--- src/nvm_access_map.svh ---
// constants for the data array access block: register indices, fields,
// key values, reset values and timing counts
// assumes a 100 MHz core clock and word-aligned register slots on AHB-Lite
`ifndef NVM_ACCESS_MAP_SVH
`define NVM_ACCESS_MAP_SVH

// ************************************************************
// register indices, byte address is four times the index
// ************************************************************
`define NVM_IDX_FLAG      8'h0C
`define NVM_IDX_BYTE      8'h9A
`define NVM_IDX_INDEX     8'h9B
`define NVM_IDX_CONTROL   8'h9C
`define NVM_IDX_KEY       8'h9D

// ************************************************************
// field positions
// ************************************************************
`define NVM_BIT_FETCH     0
`define NVM_BIT_PROGRAM   1
`define NVM_BIT_ARM       2
`define NVM_BIT_ABORT     3
`define NVM_BIT_DONE      7
`define NVM_ADDR_BITS     7

// ************************************************************
// reset values and keys
// ************************************************************
`define NVM_RST_BYTE      8'h00
`define NVM_RST_INDEX     8'h00
`define NVM_RST_FLAG      1'b0
`define NVM_RST_ABORT     1'b0
`define NVM_KEY_FIRST     8'h55
`define NVM_KEY_SECOND    8'hAA

// ************************************************************
// timing
// ************************************************************
`define NVM_CLK_MHZ         100
`define NVM_UNLOCK_GAP_CYC  3
`define NVM_PWRUP_TIME_MS   72
`define NVM_PWRUP_CYCLES    (`NVM_PWRUP_TIME_MS * 1000 * `NVM_CLK_MHZ)
`define NVM_PROG_TIME_US    50
`define NVM_PROG_CYCLES     (`NVM_PROG_TIME_US * `NVM_CLK_MHZ)

`endif

--- src/nvm_access_pkg.sv ---
// types for the data array access block
// assumes nothing beyond a SystemVerilog compiler
package nvm_access_pkg;

    // ************************************************************
    // unlock sequence detector states
    // ************************************************************
    typedef enum logic [2:0] {
        KEY_IDLE   = 3'b001,
        KEY_FIRST  = 3'b010,
        KEY_SECOND = 3'b100
    } key_state_e;

    // ************************************************************
    // program cycle states
    // ************************************************************
    typedef enum logic [1:0] {
        PROG_IDLE = 2'b01,
        PROG_BUSY = 2'b10
    } prog_state_e;

endpackage

--- src/data_eeprom_access.sv ---
// register front end and control of the 128 byte nonvolatile data array
// assumes one AHB-Lite master; reset_n is the power-on reset, pin and
// watchdog resets arrive as warm reset requests
//
// Chosen here: the AHB-Lite slave port.
`timescale 1ns/10ps
`default_nettype none
`include "nvm_access_map.svh"
module data_eeprom_access #(
    parameter logic [22:0] PWRUP_CYCLES = 23'(`NVM_PWRUP_CYCLES),
    parameter logic [15:0] PROG_CYCLES  = 16'(`NVM_PROG_CYCLES)
) (
    // clock and reset
    input  wire logic        clk_sys,
    input  wire logic        reset_n,
    input  wire logic        clk_en,
    // warm reset sources
    input  wire logic        pin_reset_n,
    input  wire logic        wdt_reset,
    // configuration fuse
    input  wire logic        data_lock_fuse,
    // ahb-lite slave
    input  wire logic        hsel,
    input  wire logic [31:0] haddr,
    input  wire logic [1:0]  htrans,
    input  wire logic        hwrite,
    input  wire logic [2:0]  hsize,
    input  wire logic [31:0] hwdata,
    input  wire logic        hready,
    output logic [31:0]      hrdata,
    output logic             hreadyout,
    output logic             hresp,
    // status
    output logic             program_busy,
    output logic             program_done_flag,
    output logic             programmer_access_en
);

    // ************************************************************
    // pin synchronisers
    // ************************************************************
    logic pinrst_meta_reg;
    logic pinrst_sync_reg;
    logic fuse_meta_reg;
    logic fuse_sync_reg;
    logic warm_reset;

    always_ff @(posedge clk_sys or negedge reset_n) begin
        if (!reset_n) begin
            pinrst_meta_reg <= 1'b1;
            pinrst_sync_reg <= 1'b1;
            fuse_meta_reg   <= 1'b1;
            fuse_sync_reg   <= 1'b1;
        end else if (clk_en) begin
            pinrst_meta_reg <= pin_reset_n;
            pinrst_sync_reg <= pinrst_meta_reg;
            fuse_meta_reg   <= data_lock_fuse;
            fuse_sync_reg   <= fuse_meta_reg;
        end
    end

    assign warm_reset = !pinrst_sync_reg || wdt_reset;

    // ************************************************************
    // bus phases
    // ************************************************************
    // one wait state so that read data leaves a flip-flop
    logic        wait_reg;
    logic        wait_next;
    logic        wr_reg;
    logic        wr_next;
    logic        mapped_reg;
    logic        mapped_next;
    logic [7:0]  idx_reg;
    logic [7:0]  idx_next;
    logic [31:0] rdata_reg;
    logic [31:0] rdata_next;
    logic        take;
    logic        commit;
    logic        wr_commit;
    logic [7:0]  wbyte;
    logic [7:0]  rd_value;

    assign take      = hsel && htrans[1] && hready;
    assign commit    = wait_reg;
    assign wr_commit = commit && wr_reg && mapped_reg;
    assign wbyte     = hwdata[7:0];

    always_comb begin
        wait_next   = 1'b0;
        wr_next     = wr_reg;
        mapped_next = mapped_reg;
        idx_next    = idx_reg;
        rdata_next  = rdata_reg;
        if (commit) begin
            rdata_next = (!wr_reg && mapped_reg) ? {24'h000000, rd_value} : 32'h00000000;
        end
        if (take && !wait_reg) begin
            wait_next   = 1'b1;
            wr_next     = hwrite;
            mapped_next = (haddr[31:10] == 22'h000000);
            idx_next    = haddr[9:2];
        end
    end

    always_ff @(posedge clk_sys or negedge reset_n) begin
        if (!reset_n) begin
            wait_reg   <= 1'b0;
            wr_reg     <= 1'b0;
            mapped_reg <= 1'b0;
            idx_reg    <= 8'h00;
            rdata_reg  <= 32'h00000000;
        end else if (clk_en) begin
            wait_reg   <= wait_next;
            wr_reg     <= wr_next;
            mapped_reg <= mapped_next;
            idx_reg    <= idx_next;
            rdata_reg  <= rdata_next;
        end
    end

    assign hreadyout = !wait_reg;
    assign hresp     = 1'b0;
    assign hrdata    = rdata_reg;

    // ************************************************************
    // register decode
    // ************************************************************
    logic wr_flag;
    logic wr_byte;
    logic wr_index;
    logic wr_control;
    logic wr_key;

    assign wr_flag    = wr_commit && (idx_reg == `NVM_IDX_FLAG);
    assign wr_byte    = wr_commit && (idx_reg == `NVM_IDX_BYTE);
    assign wr_index   = wr_commit && (idx_reg == `NVM_IDX_INDEX);
    assign wr_control = wr_commit && (idx_reg == `NVM_IDX_CONTROL);
    assign wr_key     = wr_commit && (idx_reg == `NVM_IDX_KEY);

    // ************************************************************
    // unlock detector
    // ************************************************************
    nvm_access_pkg::key_state_e key_state_reg;
    nvm_access_pkg::key_state_e key_state_next;
    logic [2:0] gap_reg;
    logic [2:0] gap_next;
    logic       gap_ok;
    logic       unlocked;

    assign gap_ok   = (gap_reg == 3'(`NVM_UNLOCK_GAP_CYC - 1));
    assign unlocked = (key_state_reg == nvm_access_pkg::KEY_SECOND) && gap_ok;

    always_comb begin
        key_state_next = key_state_reg;
        gap_next       = (gap_reg == 3'h7) ? gap_reg : gap_reg + 3'h1;
        if (commit) begin
            gap_next = 3'h0;
            case (key_state_reg)
                nvm_access_pkg::KEY_IDLE: begin
                    key_state_next = nvm_access_pkg::KEY_IDLE;
                end
                nvm_access_pkg::KEY_FIRST: begin
                    if (wr_key && wbyte == `NVM_KEY_SECOND && gap_ok) begin
                        key_state_next = nvm_access_pkg::KEY_SECOND;
                    end else begin
                        key_state_next = nvm_access_pkg::KEY_IDLE;
                    end
                end
                default: begin
                    key_state_next = nvm_access_pkg::KEY_IDLE;
                end
            endcase
            if (wr_key && wbyte == `NVM_KEY_FIRST) begin
                key_state_next = nvm_access_pkg::KEY_FIRST;
            end
        end
    end

    always_ff @(posedge clk_sys or negedge reset_n) begin
        if (!reset_n) begin
            key_state_reg <= nvm_access_pkg::KEY_IDLE;
            gap_reg       <= 3'h0;
        end else if (clk_en) begin
            if (warm_reset) begin
                key_state_reg <= nvm_access_pkg::KEY_IDLE;
                gap_reg       <= 3'h0;
            end else begin
                key_state_reg <= key_state_next;
                gap_reg       <= gap_next;
            end
        end
    end

    // ************************************************************
    // power-up timer
    // ************************************************************
    logic [22:0] pwrup_reg;
    logic [22:0] pwrup_next;
    logic        pwrup_busy;

    always_comb begin
        pwrup_next = (pwrup_reg != 23'h000000) ? pwrup_reg - 23'h000001 : pwrup_reg;
    end

    always_ff @(posedge clk_sys or negedge reset_n) begin
        if (!reset_n) begin
            pwrup_reg <= PWRUP_CYCLES;
        end else if (clk_en) begin
            pwrup_reg <= pwrup_next;
        end
    end

    assign pwrup_busy = (pwrup_reg != 23'h000000);

    // ************************************************************
    // program cycle control
    // ************************************************************
    nvm_access_pkg::prog_state_e prog_state_reg;
    nvm_access_pkg::prog_state_e prog_state_next;
    logic       arm_reg;
    logic       arm_next;
    logic       prog_start;
    logic       timer_done;
    logic [6:0] tgt_addr_reg;
    logic [6:0] tgt_addr_next;
    logic [7:0] tgt_data_reg;
    logic [7:0] tgt_data_next;
    logic [7:0] index_reg;
    logic [7:0] byte_reg;

    // start only on a written one
    assign prog_start = wr_control && wbyte[`NVM_BIT_PROGRAM] && arm_reg && unlocked
                        && !pwrup_busy && (prog_state_reg == nvm_access_pkg::PROG_IDLE);

    always_comb begin
        prog_state_next = prog_state_reg;
        tgt_addr_next   = tgt_addr_reg;
        tgt_data_next   = tgt_data_reg;
        case (prog_state_reg)
            nvm_access_pkg::PROG_IDLE: begin
                if (prog_start) begin
                    prog_state_next = nvm_access_pkg::PROG_BUSY;
                    tgt_addr_next   = index_reg[`NVM_ADDR_BITS-1:0];
                    tgt_data_next   = byte_reg;
                end
            end
            nvm_access_pkg::PROG_BUSY: begin
                if (timer_done) begin
                    prog_state_next = nvm_access_pkg::PROG_IDLE;
                end
            end
            default: begin
                prog_state_next = nvm_access_pkg::PROG_IDLE;
            end
        endcase
    end

    always_ff @(posedge clk_sys or negedge reset_n) begin
        if (!reset_n) begin
            prog_state_reg <= nvm_access_pkg::PROG_IDLE;
            tgt_addr_reg   <= 7'h00;
            tgt_data_reg   <= 8'h00;
        end else if (clk_en) begin
            if (warm_reset) begin
                prog_state_reg <= nvm_access_pkg::PROG_IDLE;
            end else begin
                prog_state_reg <= prog_state_next;
            end
            tgt_addr_reg <= tgt_addr_next;
            tgt_data_reg <= tgt_data_next;
        end
    end

    prog_cycle_timer u_timer (
        .clk_sys (clk_sys),
        .reset_n (reset_n),
        .clk_en  (clk_en),
        .abort   (warm_reset),
        .start   (prog_start && !warm_reset),
        .length  (PROG_CYCLES),
        .busy    (),
        .done    (timer_done)
    );

    assign program_busy = (prog_state_reg == nvm_access_pkg::PROG_BUSY);

    // ************************************************************
    // data array
    // ************************************************************
    logic [7:0] mem [0:127];
    logic       mem_write;

    // cut cycles leave the location untouched
    assign mem_write = timer_done && program_busy && !warm_reset;

    always_ff @(posedge clk_sys) begin
        if (clk_en && mem_write) begin
            mem[tgt_addr_reg] <= tgt_data_reg;
        end
    end

    // ************************************************************
    // software registers
    // ************************************************************
    logic [7:0] index_next;
    logic [7:0] byte_next;
    logic       fetch_reg;
    logic       fetch_next;
    logic       abort_reg;
    logic       abort_next;
    logic       done_reg;
    logic       done_next;

    always_comb begin
        index_next = index_reg;
        byte_next  = byte_reg;
        fetch_next = 1'b0;
        arm_next   = arm_reg;
        abort_next = abort_reg;
        done_next  = done_reg;
        if (wr_index) begin
            index_next = wbyte;
        end
        if (wr_byte) begin
            byte_next = wbyte;
        end
        if (fetch_reg) begin
            byte_next = mem[index_reg[`NVM_ADDR_BITS-1:0]];
        end
        if (wr_control) begin
            fetch_next = wbyte[`NVM_BIT_FETCH];
            arm_next   = wbyte[`NVM_BIT_ARM];
            abort_next = wbyte[`NVM_BIT_ABORT];
        end
        if (wr_flag) begin
            done_next = wbyte[`NVM_BIT_DONE];
        end
        if (mem_write) begin
            done_next = 1'b1;
        end
    end

    always_ff @(posedge clk_sys or negedge reset_n) begin
        if (!reset_n) begin
            index_reg <= `NVM_RST_INDEX;
            byte_reg  <= `NVM_RST_BYTE;
            fetch_reg <= 1'b0;
            arm_reg   <= 1'b0;
            abort_reg <= `NVM_RST_ABORT;
            done_reg  <= `NVM_RST_FLAG;
        end else if (clk_en) begin
            if (warm_reset) begin
                index_reg <= `NVM_RST_INDEX;
                byte_reg  <= `NVM_RST_BYTE;
                fetch_reg <= 1'b0;
                arm_reg   <= 1'b0;
                abort_reg <= abort_reg || program_busy;
                done_reg  <= `NVM_RST_FLAG;
            end else begin
                index_reg <= index_next;
                byte_reg  <= byte_next;
                fetch_reg <= fetch_next;
                arm_reg   <= arm_next;
                abort_reg <= abort_next;
                done_reg  <= done_next;
            end
        end
    end

    assign program_done_flag = done_reg;

    // fuse at zero locks out programmer
    assign programmer_access_en = fuse_sync_reg;

    // ************************************************************
    // read mux
    // ************************************************************
    always_comb begin
        rd_value = 8'h00;
        case (idx_reg)
            `NVM_IDX_FLAG: begin
                rd_value = {done_reg, 7'h00};
            end
            `NVM_IDX_BYTE: begin
                rd_value = byte_reg;
            end
            `NVM_IDX_INDEX: begin
                rd_value = index_reg;
            end
            `NVM_IDX_CONTROL: begin
                rd_value = {4'h0, abort_reg, arm_reg, program_busy, fetch_reg};
            end
            `NVM_IDX_KEY: begin
                rd_value = 8'h00;
            end
            default: begin
                rd_value = 8'h00;
            end
        endcase
    end

endmodule
`default_nettype wire

--- src/prog_cycle_timer.sv ---
// down counter timing one program cycle of the data array
// assumes start arrives only while idle and length is at least one
`timescale 1ns/10ps
`default_nettype none
module prog_cycle_timer (
    // clock and reset
    input  wire logic        clk_sys,
    input  wire logic        reset_n,
    input  wire logic        clk_en,
    // control
    input  wire logic        abort,
    input  wire logic        start,
    input  wire logic [15:0] length,
    // status
    output logic             busy,
    output logic             done
);

    logic [15:0] count_reg;
    logic [15:0] count_next;
    logic        done_reg;
    logic        done_next;

    // ************************************************************
    // next count
    // ************************************************************
    always_comb begin
        count_next = count_reg;
        done_next  = 1'b0;
        if (abort) begin
            count_next = 16'h0000;
        end else if (start) begin
            count_next = length;
        end else if (count_reg != 16'h0000) begin
            count_next = count_reg - 16'h0001;
            done_next  = (count_reg == 16'h0001);
        end
    end

    always_ff @(posedge clk_sys or negedge reset_n) begin
        if (!reset_n) begin
            count_reg <= 16'h0000;
            done_reg  <= 1'b0;
        end else if (clk_en) begin
            count_reg <= count_next;
            done_reg  <= done_next;
        end
    end

    assign busy = (count_reg != 16'h0000);
    assign done = done_reg;

endmodule
`default_nettype wire

--- config.mk ---
export PLATFORM = sky130hd
export DESIGN_NAME = data_eeprom_access
export DESIGN_NICKNAME = d
export VERILOG_FILES = /design/src/nvm_access_pkg.sv /design/src/data_eeprom_access.sv /design/src/prog_cycle_timer.sv
export VERILOG_INCLUDE_DIRS = /design/src
export SDC_FILE = /design/constraint.sdc
export NUM_CORES = 1
export LEC_CHECK = 0
export BUFFER_PORTS_ARGS = -buffer_cell sky130_fd_sc_hd__buf_2
export CAP_MARGIN = 20
export CORE_ASPECT_RATIO = 1.4
export CORE_MARGIN = 10
export CORE_UTILIZATION = 56
export DETAILED_ROUTE_END_ITERATION = 7
export PLACE_DENSITY = 0.75
export SYNTH_ARGS = -nofsm -noshare
export SYNTH_HDL_FRONTEND = slang
export SYNTH_HIERARCHICAL = 1
export SYNTH_SLANG_ARGS = --single-unit
--- constraint.sdc ---
create_clock -name clk_sys -period 3 [get_ports clk_sys]
set_input_delay 0.6 -clock clk_sys [delete_from_list [all_inputs] [get_ports clk_sys]]
set_output_delay 0.6 -clock clk_sys [all_outputs]
set_load 0.02 [all_outputs]
==> reports/results.ini, run 1 <==
[status]
outcome = finished clean

[floorplan]
num_rows = 123
dieHeight_um = 357
die_x_um = 261
initial_core_util_pct = 56.5
coreArea_mm2 = 0.0805
ios = 115
die-area_mm2 = 0.0931

[drt]
vias = 25228
routed_via_density = 6.26
first_pass_iters = 6
final_antenna_net_count = 0
post-route-drc-count = 0
wl_met2_um = 56200
met3_length_um = 8760
dr.max_layer_used = met4
drt-total-wl_um = 110000
wl_per_cell_um = 27.2
drtIter0Drc = 2906
wl_met1_um = 39100

[synthesis]
syn_area_mm2 = 0.0455
syn_avg_cell_area_um2 = 17.6
netlist_instances = 2577
ys.warnings.count = 6

[timing]
clock_skew_ns = 0.0223
slew_violations = 0
setup_violations = 0
worst_slew_pin_slew_ns = 0.931
hold_viol_final = 0
relSlewSlack_pct = 37.9
period_needed_ns = 2.95
period_share_pct = 98.4
fmax_ghz = 0.339

[global_route]
track_usage_pct = 23.7
grt_overflow = 0
grt_pass1_wl_um = 165000
grt_max_degree = 94
grt_pass1_vias = 26062
antenna_found_initial = 0

[clock_network]
cts_num_sinks = 1130
tritoncts = yes
cts_buffers = 99
clockBufferDepth = 3
clkLatencyLatePin_ns = 0.67
clk_pin_slew_ns = 0.06
htreeDepth = 3
cts_root_buffer = clkbuf_16

[critical_path]
path_cells = buf_12 > buf_4 > mux2i_1 > o22ai_1 > nor3_1 > o21ai_0 > nand4_1 > o221ai_1
crit_end = byte_reg[2]
path_delay_family = flip-flops
startpoint = index_reg[0]
worstSetupPathType = reg -> reg
cp_data_arrival_time_ns = 3.47
cpMaxStageDelayCell = dfrtp_4
crit_buf_inv = 2
r2r_cells = 8
critPathRequiredTime_ns = 3.52
cp.depth = 8
max_stage_delay_ns = 0.80
startpoint_type = flip-flop
regToRegEndpoint = byte_reg[2]
rrSetupSlack_ns = 0.05
critPathCaptureType = flip-flop
r2r_start = index_reg[0]
worstPathMaxFanout = 23

[finish]
fin_area_mm2 = 0.0519
largest_reg_flops = 1024
fin_nets = 2975
n_antenna_cell = 0
finalNonFillerCells = 4029
drive_gt1_share_pct = 24.6
area_delta_synth_final_pct = 14.2
n_fill_cell = 5280

[power]
ir_drop_mv = 0.412
leakage_nw = 19.5
power.density_mw_per_mm2 = 620

[min_path]
hp-class = in -> reg

[place]
hpwl_um = 70400
globalplace.congestion = 0.927
dpl_cell_area_mm2 = 0.0487
io_buffers = 59
placed_cells = 3837

[job]
cap_viol_max_count = 0

-- worst min-delay path by stage --
stage	from	to	slack, ns	cells after the start
after global routing	haddr[9]	idx_reg[7]	0.16	2
after floorplan	reset_n	abort_reg	0.30	0
after global placement	pwrup_reg[7]	pwrup_reg[7]	0.45	1
after CTS	hwrite	wr_reg	0.13	2
after detailed placement	pwrup_reg[7]	pwrup_reg[7]	0.48	1
final	haddr[7]	idx_reg[5]	0.17	2
-- through the flow --
step                util [%]  hold slack, ns  setup slack (ns)  TNS [ns]  total power, mW
detailed placement      60.5           0.476            0.0692         0             20.1
finish                  64.5           0.166            0.0489         0             32.2
global placement        60.5           0.450             0.110         0             20.0
floorplan                  -           0.304            0.0937         0             19.4
global route            64.5           0.162           -0.0691    -0.483             33.2
CTS                     64.3           0.131            0.0199         0             32.2
-- routing by layer --
metal  vias up  track usage, %
li1      10780               -
met1     12869            29.0
met2      1295            40.6
met3       284            3.71
met4         0            11.5
met5         -               0
-- power by group --
part / internal, mW / switching (mW)
clock: 6.78 / 5.44
combinational: 0.949 / 1.41
sequential: 17.3 / 0.350
total: 25.0 / 7.19
-- worst register-to-register path: stages, from the launching register on --
cell and delay, ns:
dfrtp_4 0.80, buf_12 0.30, buf_4 0.26, mux2i_1 0.25, o22ai_1 0.10, nor3_1 0.38, o21ai_0 0.31, nand4_1 0.28
o221ai_1 0.13
-- cell usage in the layout, fill, tap and decap left out, types with 9 or more instances in the layout --
cell / instances
edfxtp_1: 1024
mux2i_1: 255
buf_4: 241
nor2_1: 191
mux4_2: 152
nand2_1: 122
clkbuf_16: 103
o22ai_1: 88
dfrtp_1: 77
o21ai_0: 71
buf_2: 59
nor3_1: 45
conb_1: 42
mux2_2: 33
buf_12: 27
nand3_1: 26
a21oi_1: 24
a211oi_1: 22
clkbuf_1: 21
inv_1: 17
nand4_1: 17
dfstp_2: 17
nor4_1: 16
clkinv_2: 15
xor2_1: 14
clkinv_1: 13
nor2b_1: 11
a22oi_1: 11
dfrtp_4: 11
o21ai_1: 10
mux2_4: 9
a22o_1: 9
o2111ai_1: 9
o31ai_1: 9
-- area by class of cell --
type | instances | area [um^2] | area share [%]
Sequential cell | 1130 | 33500 | 64.5
Multi-Input combinational cell | 1309 | 11300 | 21.7
Clock buffer | 132 | 2750 | 5.30
Timing Repair Buffer | 330 | 2680 | 5.16
Tap cell | 1062 | 1330 | 2.56
Clock inverter | 46 | 355 | 0.685
Inverter | 20 | 75.1 | 0.145
-- what timing repair did --
action	CTS	global route
hold buffers	1	0
resized for setup	0	18
endpoints found under the hold margin	45	0
buffers inserted	0	12
setup endpoints to repair	0	18
Note: power is estimated with default switching activity, not from simulation.
==> run 2, diff against run 1 <==
--- a/config.mk
+++ b/config.mk
@@ -9,7 +9,6 @@
 export BUFFER_PORTS_ARGS = -buffer_cell sky130_fd_sc_hd__buf_2
 export CAP_MARGIN = 20
 export CORE_ASPECT_RATIO = 1.4
-export CORE_MARGIN = 10
 export CORE_UTILIZATION = 56
 export DETAILED_ROUTE_END_ITERATION = 7
 export PLACE_DENSITY = 0.75
==> run 2 against run 1 <==
The flow now finishes with violations (negative setup slack). Hold slack got worse by 0.14 ns. Final cell count barely moved. Sequential power barely moved. Worst setup slack got worse by 0.080 ns. Combinational power rose by 4%. Maximum frequency fell by 2.6%. Via count fell by 0.42%. Cell area rose by 0.63%. First-iteration DRC count fell by 17%. Critical path depth rose by 3. Critical path type unchanged. Critical endpoint is now u_timer/count_reg[1]. Largest power group unchanged.
==> reports/results.ini, run 2 (synthesis gave the netlist of run 1 again) <==
[status]
outcome = complete, but fails checks
violations = negative setup slack

[global_route]
grt_overflow = 0
grt_pass1_wl_um = 160000
antenna_found_initial = 0
grt_pass1_vias = 25551
grt_max_degree = 78
track_usage_pct = 26.3

[finish]
n_fill_cell = 5231
final_cell_mix = edfxtp_1 (1,024), mux2i_1 (255), buf_4 (240)
largest_reg_flops = 1024
drive_gt1_share_pct = 24.8
area_delta_synth_final_pct = 14.9
n_antenna_cell = 0
regArea_mm2 = 0.0335
finalNonFillerCells = 4027
fin_nets = 2969
fin_area_mm2 = 0.0522
multiInputGateArea_mm2 = 0.0113
final_common_cell = edfxtp_1

[timing]
relSlewSlack_pct = 34.2
period_share_pct = 101
period_needed_ns = 3.03
clock_skew_ns = 0.0226
fmax_ghz = 0.330
finalSetupTns_ns = -0.0526
rsz0062_at_grt = true
setup_ws_ns = -0.0312
setup_violations = 2
worst_slew_pin_slew_ns = 0.979
slew_violations = 0
hold_viol_final = 0

[floorplan]
ios = 115
die-area_mm2 = 0.0823
die_x_um = 243
coreArea_mm2 = 0.0803
dieHeight_um = 339
num_rows = 123
initial_core_util_pct = 56.6

[clock_network]
ctsHoldBuffers = 0
htreeDepth = 3
cts_buffers = 97
cts_num_sinks = 1130
clockBufferDepth = 3
clkLatencyLatePin_ns = 0.68
clk_pin_slew_ns = 0.07
tritoncts = yes
cts_root_buffer = clkbuf_16

[drt]
final_antenna_net_count = 0
post-route-drc-count = 0
drt-total-wl_um = 108000
first_pass_iters = 7
drtIter0Drc = 2414
vias = 25121
wl_per_cell_um = 26.8
wl_met2_um = 56100
dr.max_layer_used = met4
wl_met1_um = 38600
routed_via_density = 6.24
met3_length_um = 8220

[power]
leakage_nw = 19.6
swShare_pct = 22.0
seqPwrFrac_pct = 52.5
power.density_mw_per_mm2 = 644
p_sw_mw = 7.39
ir_drop_mv = 0.589
internal_power_mw = 26.2
p_clk_share_pct = 40.2
comb_power_share_pct = 7.3

[place]
dpl_cell_area_mm2 = 0.0486
io_buffers = 59
hpwl_um = 68200
placed_cells = 3829
globalplace.congestion = 0.924

[critical_path]
critPathCaptureType = flip-flop
cp_data_arrival_time_ns = 3.62
worstPathMaxFanout = 6
critPathRequiredTime_ns = 3.59
startpoint_type = flip-flop
worstSetupPathType = reg -> reg

[job]
cap_viol_max_count = 0

[min_path]
hp-class = in -> async

run 2: cell count changes in the layout (fill, tap and decap cells not counted), sizes merged:
cell,previous run,this run
bufinv,4,20
clkbuf,132,116
buf,329,325
inv,22,24
clkinv,33,32
clkinvlp,7,8
dlygate4sd3,1,0
o21ai,82,83
run 2: worst paths after layout:
kind,from,cells past startpoint,slack (ns),endpoint
min in group clk_sys,haddr[5],3,0.16,idx_reg[3]
max in group asynchronous,reset_n,2,2.18,prog_state_reg[0]
max reg2reg,pwrup_reg[9],11,-0.03,u_timer/count_reg[1]
min reg2reg,hrdata[1],1,0.50,hrdata[1]
max,pwrup_reg[9],11,-0.03,u_timer/count_reg[1]
min,reset_n,1,0.02,idx_reg[3]
run 2: power by group through the flow:
stage | registers (mW) | clock network (mW) | logic (mW)
after floorplan | 17.8 | 0 | 1.63
after global placement | 17.9 | 0 | 2.12
after detailed placement | 17.9 | 0 | 2.20
after CTS | 17.6 | 13.6 | 2.30
after global routing | 17.7 | 14.2 | 2.63
final | 17.6 | 13.5 | 2.45
run 2: what timing repair did:
action                                  4_1_cts  5_1_grt
pin swaps                                     6       17
endpoints found under the setup margin        8       12
gates cloned                                  1        0
setup buffers                                 8        9
resized for setup                             2       20
run 2: stage by stage:
step / utilization (%) / power [mW] / hold slack [ns] / setup WS [ns]
after global placement: 60.5 / 20.0 / 0.451 / -0.00265
after global routing: 65.0 / 34.5 / 0.0775 / -0.170
after CTS: 64.9 / 33.5 / 0.0212 / 0.0141
final: 65.0 / 33.6 / 0.0244 / -0.0312
after detailed placement: 60.5 / 20.1 / 0.487 / -0.0588
after floorplan: - / 19.4 / 0.304 / 0.0937
run 2: final cells by class:
type                       instances  area share [%]
clock inverter                    64            1.59
sequential                      1130            64.1
tap                             1062            2.54
inverter                          20           0.144
timing repair buffer             325            5.01
multi-input combinational       1310            21.6
clock buffer                     116            5.03
run 2: routing by layer:
metal / up-vias / GRT usage, %
met1: 12845 / 32.2
met5: - / 0
met4: 0 / 11.6
li1: 10763 / -
met2: 1264 / 46.1
met3: 249 / 4.12
run 2: worst max-delay path: stages (launching register included):
cell and delay (ns):
dfrtp_1 0.42, or4_4 0.58, nor4_4 0.36, nand3_2 0.22, nor4b_4 0.34, buf_4 0.20, nor4_4 0.04, nand4b_1 0.15
buf_4 0.14, o21ai_4 0.09, or3_1 0.32, o21ai_1 0.08
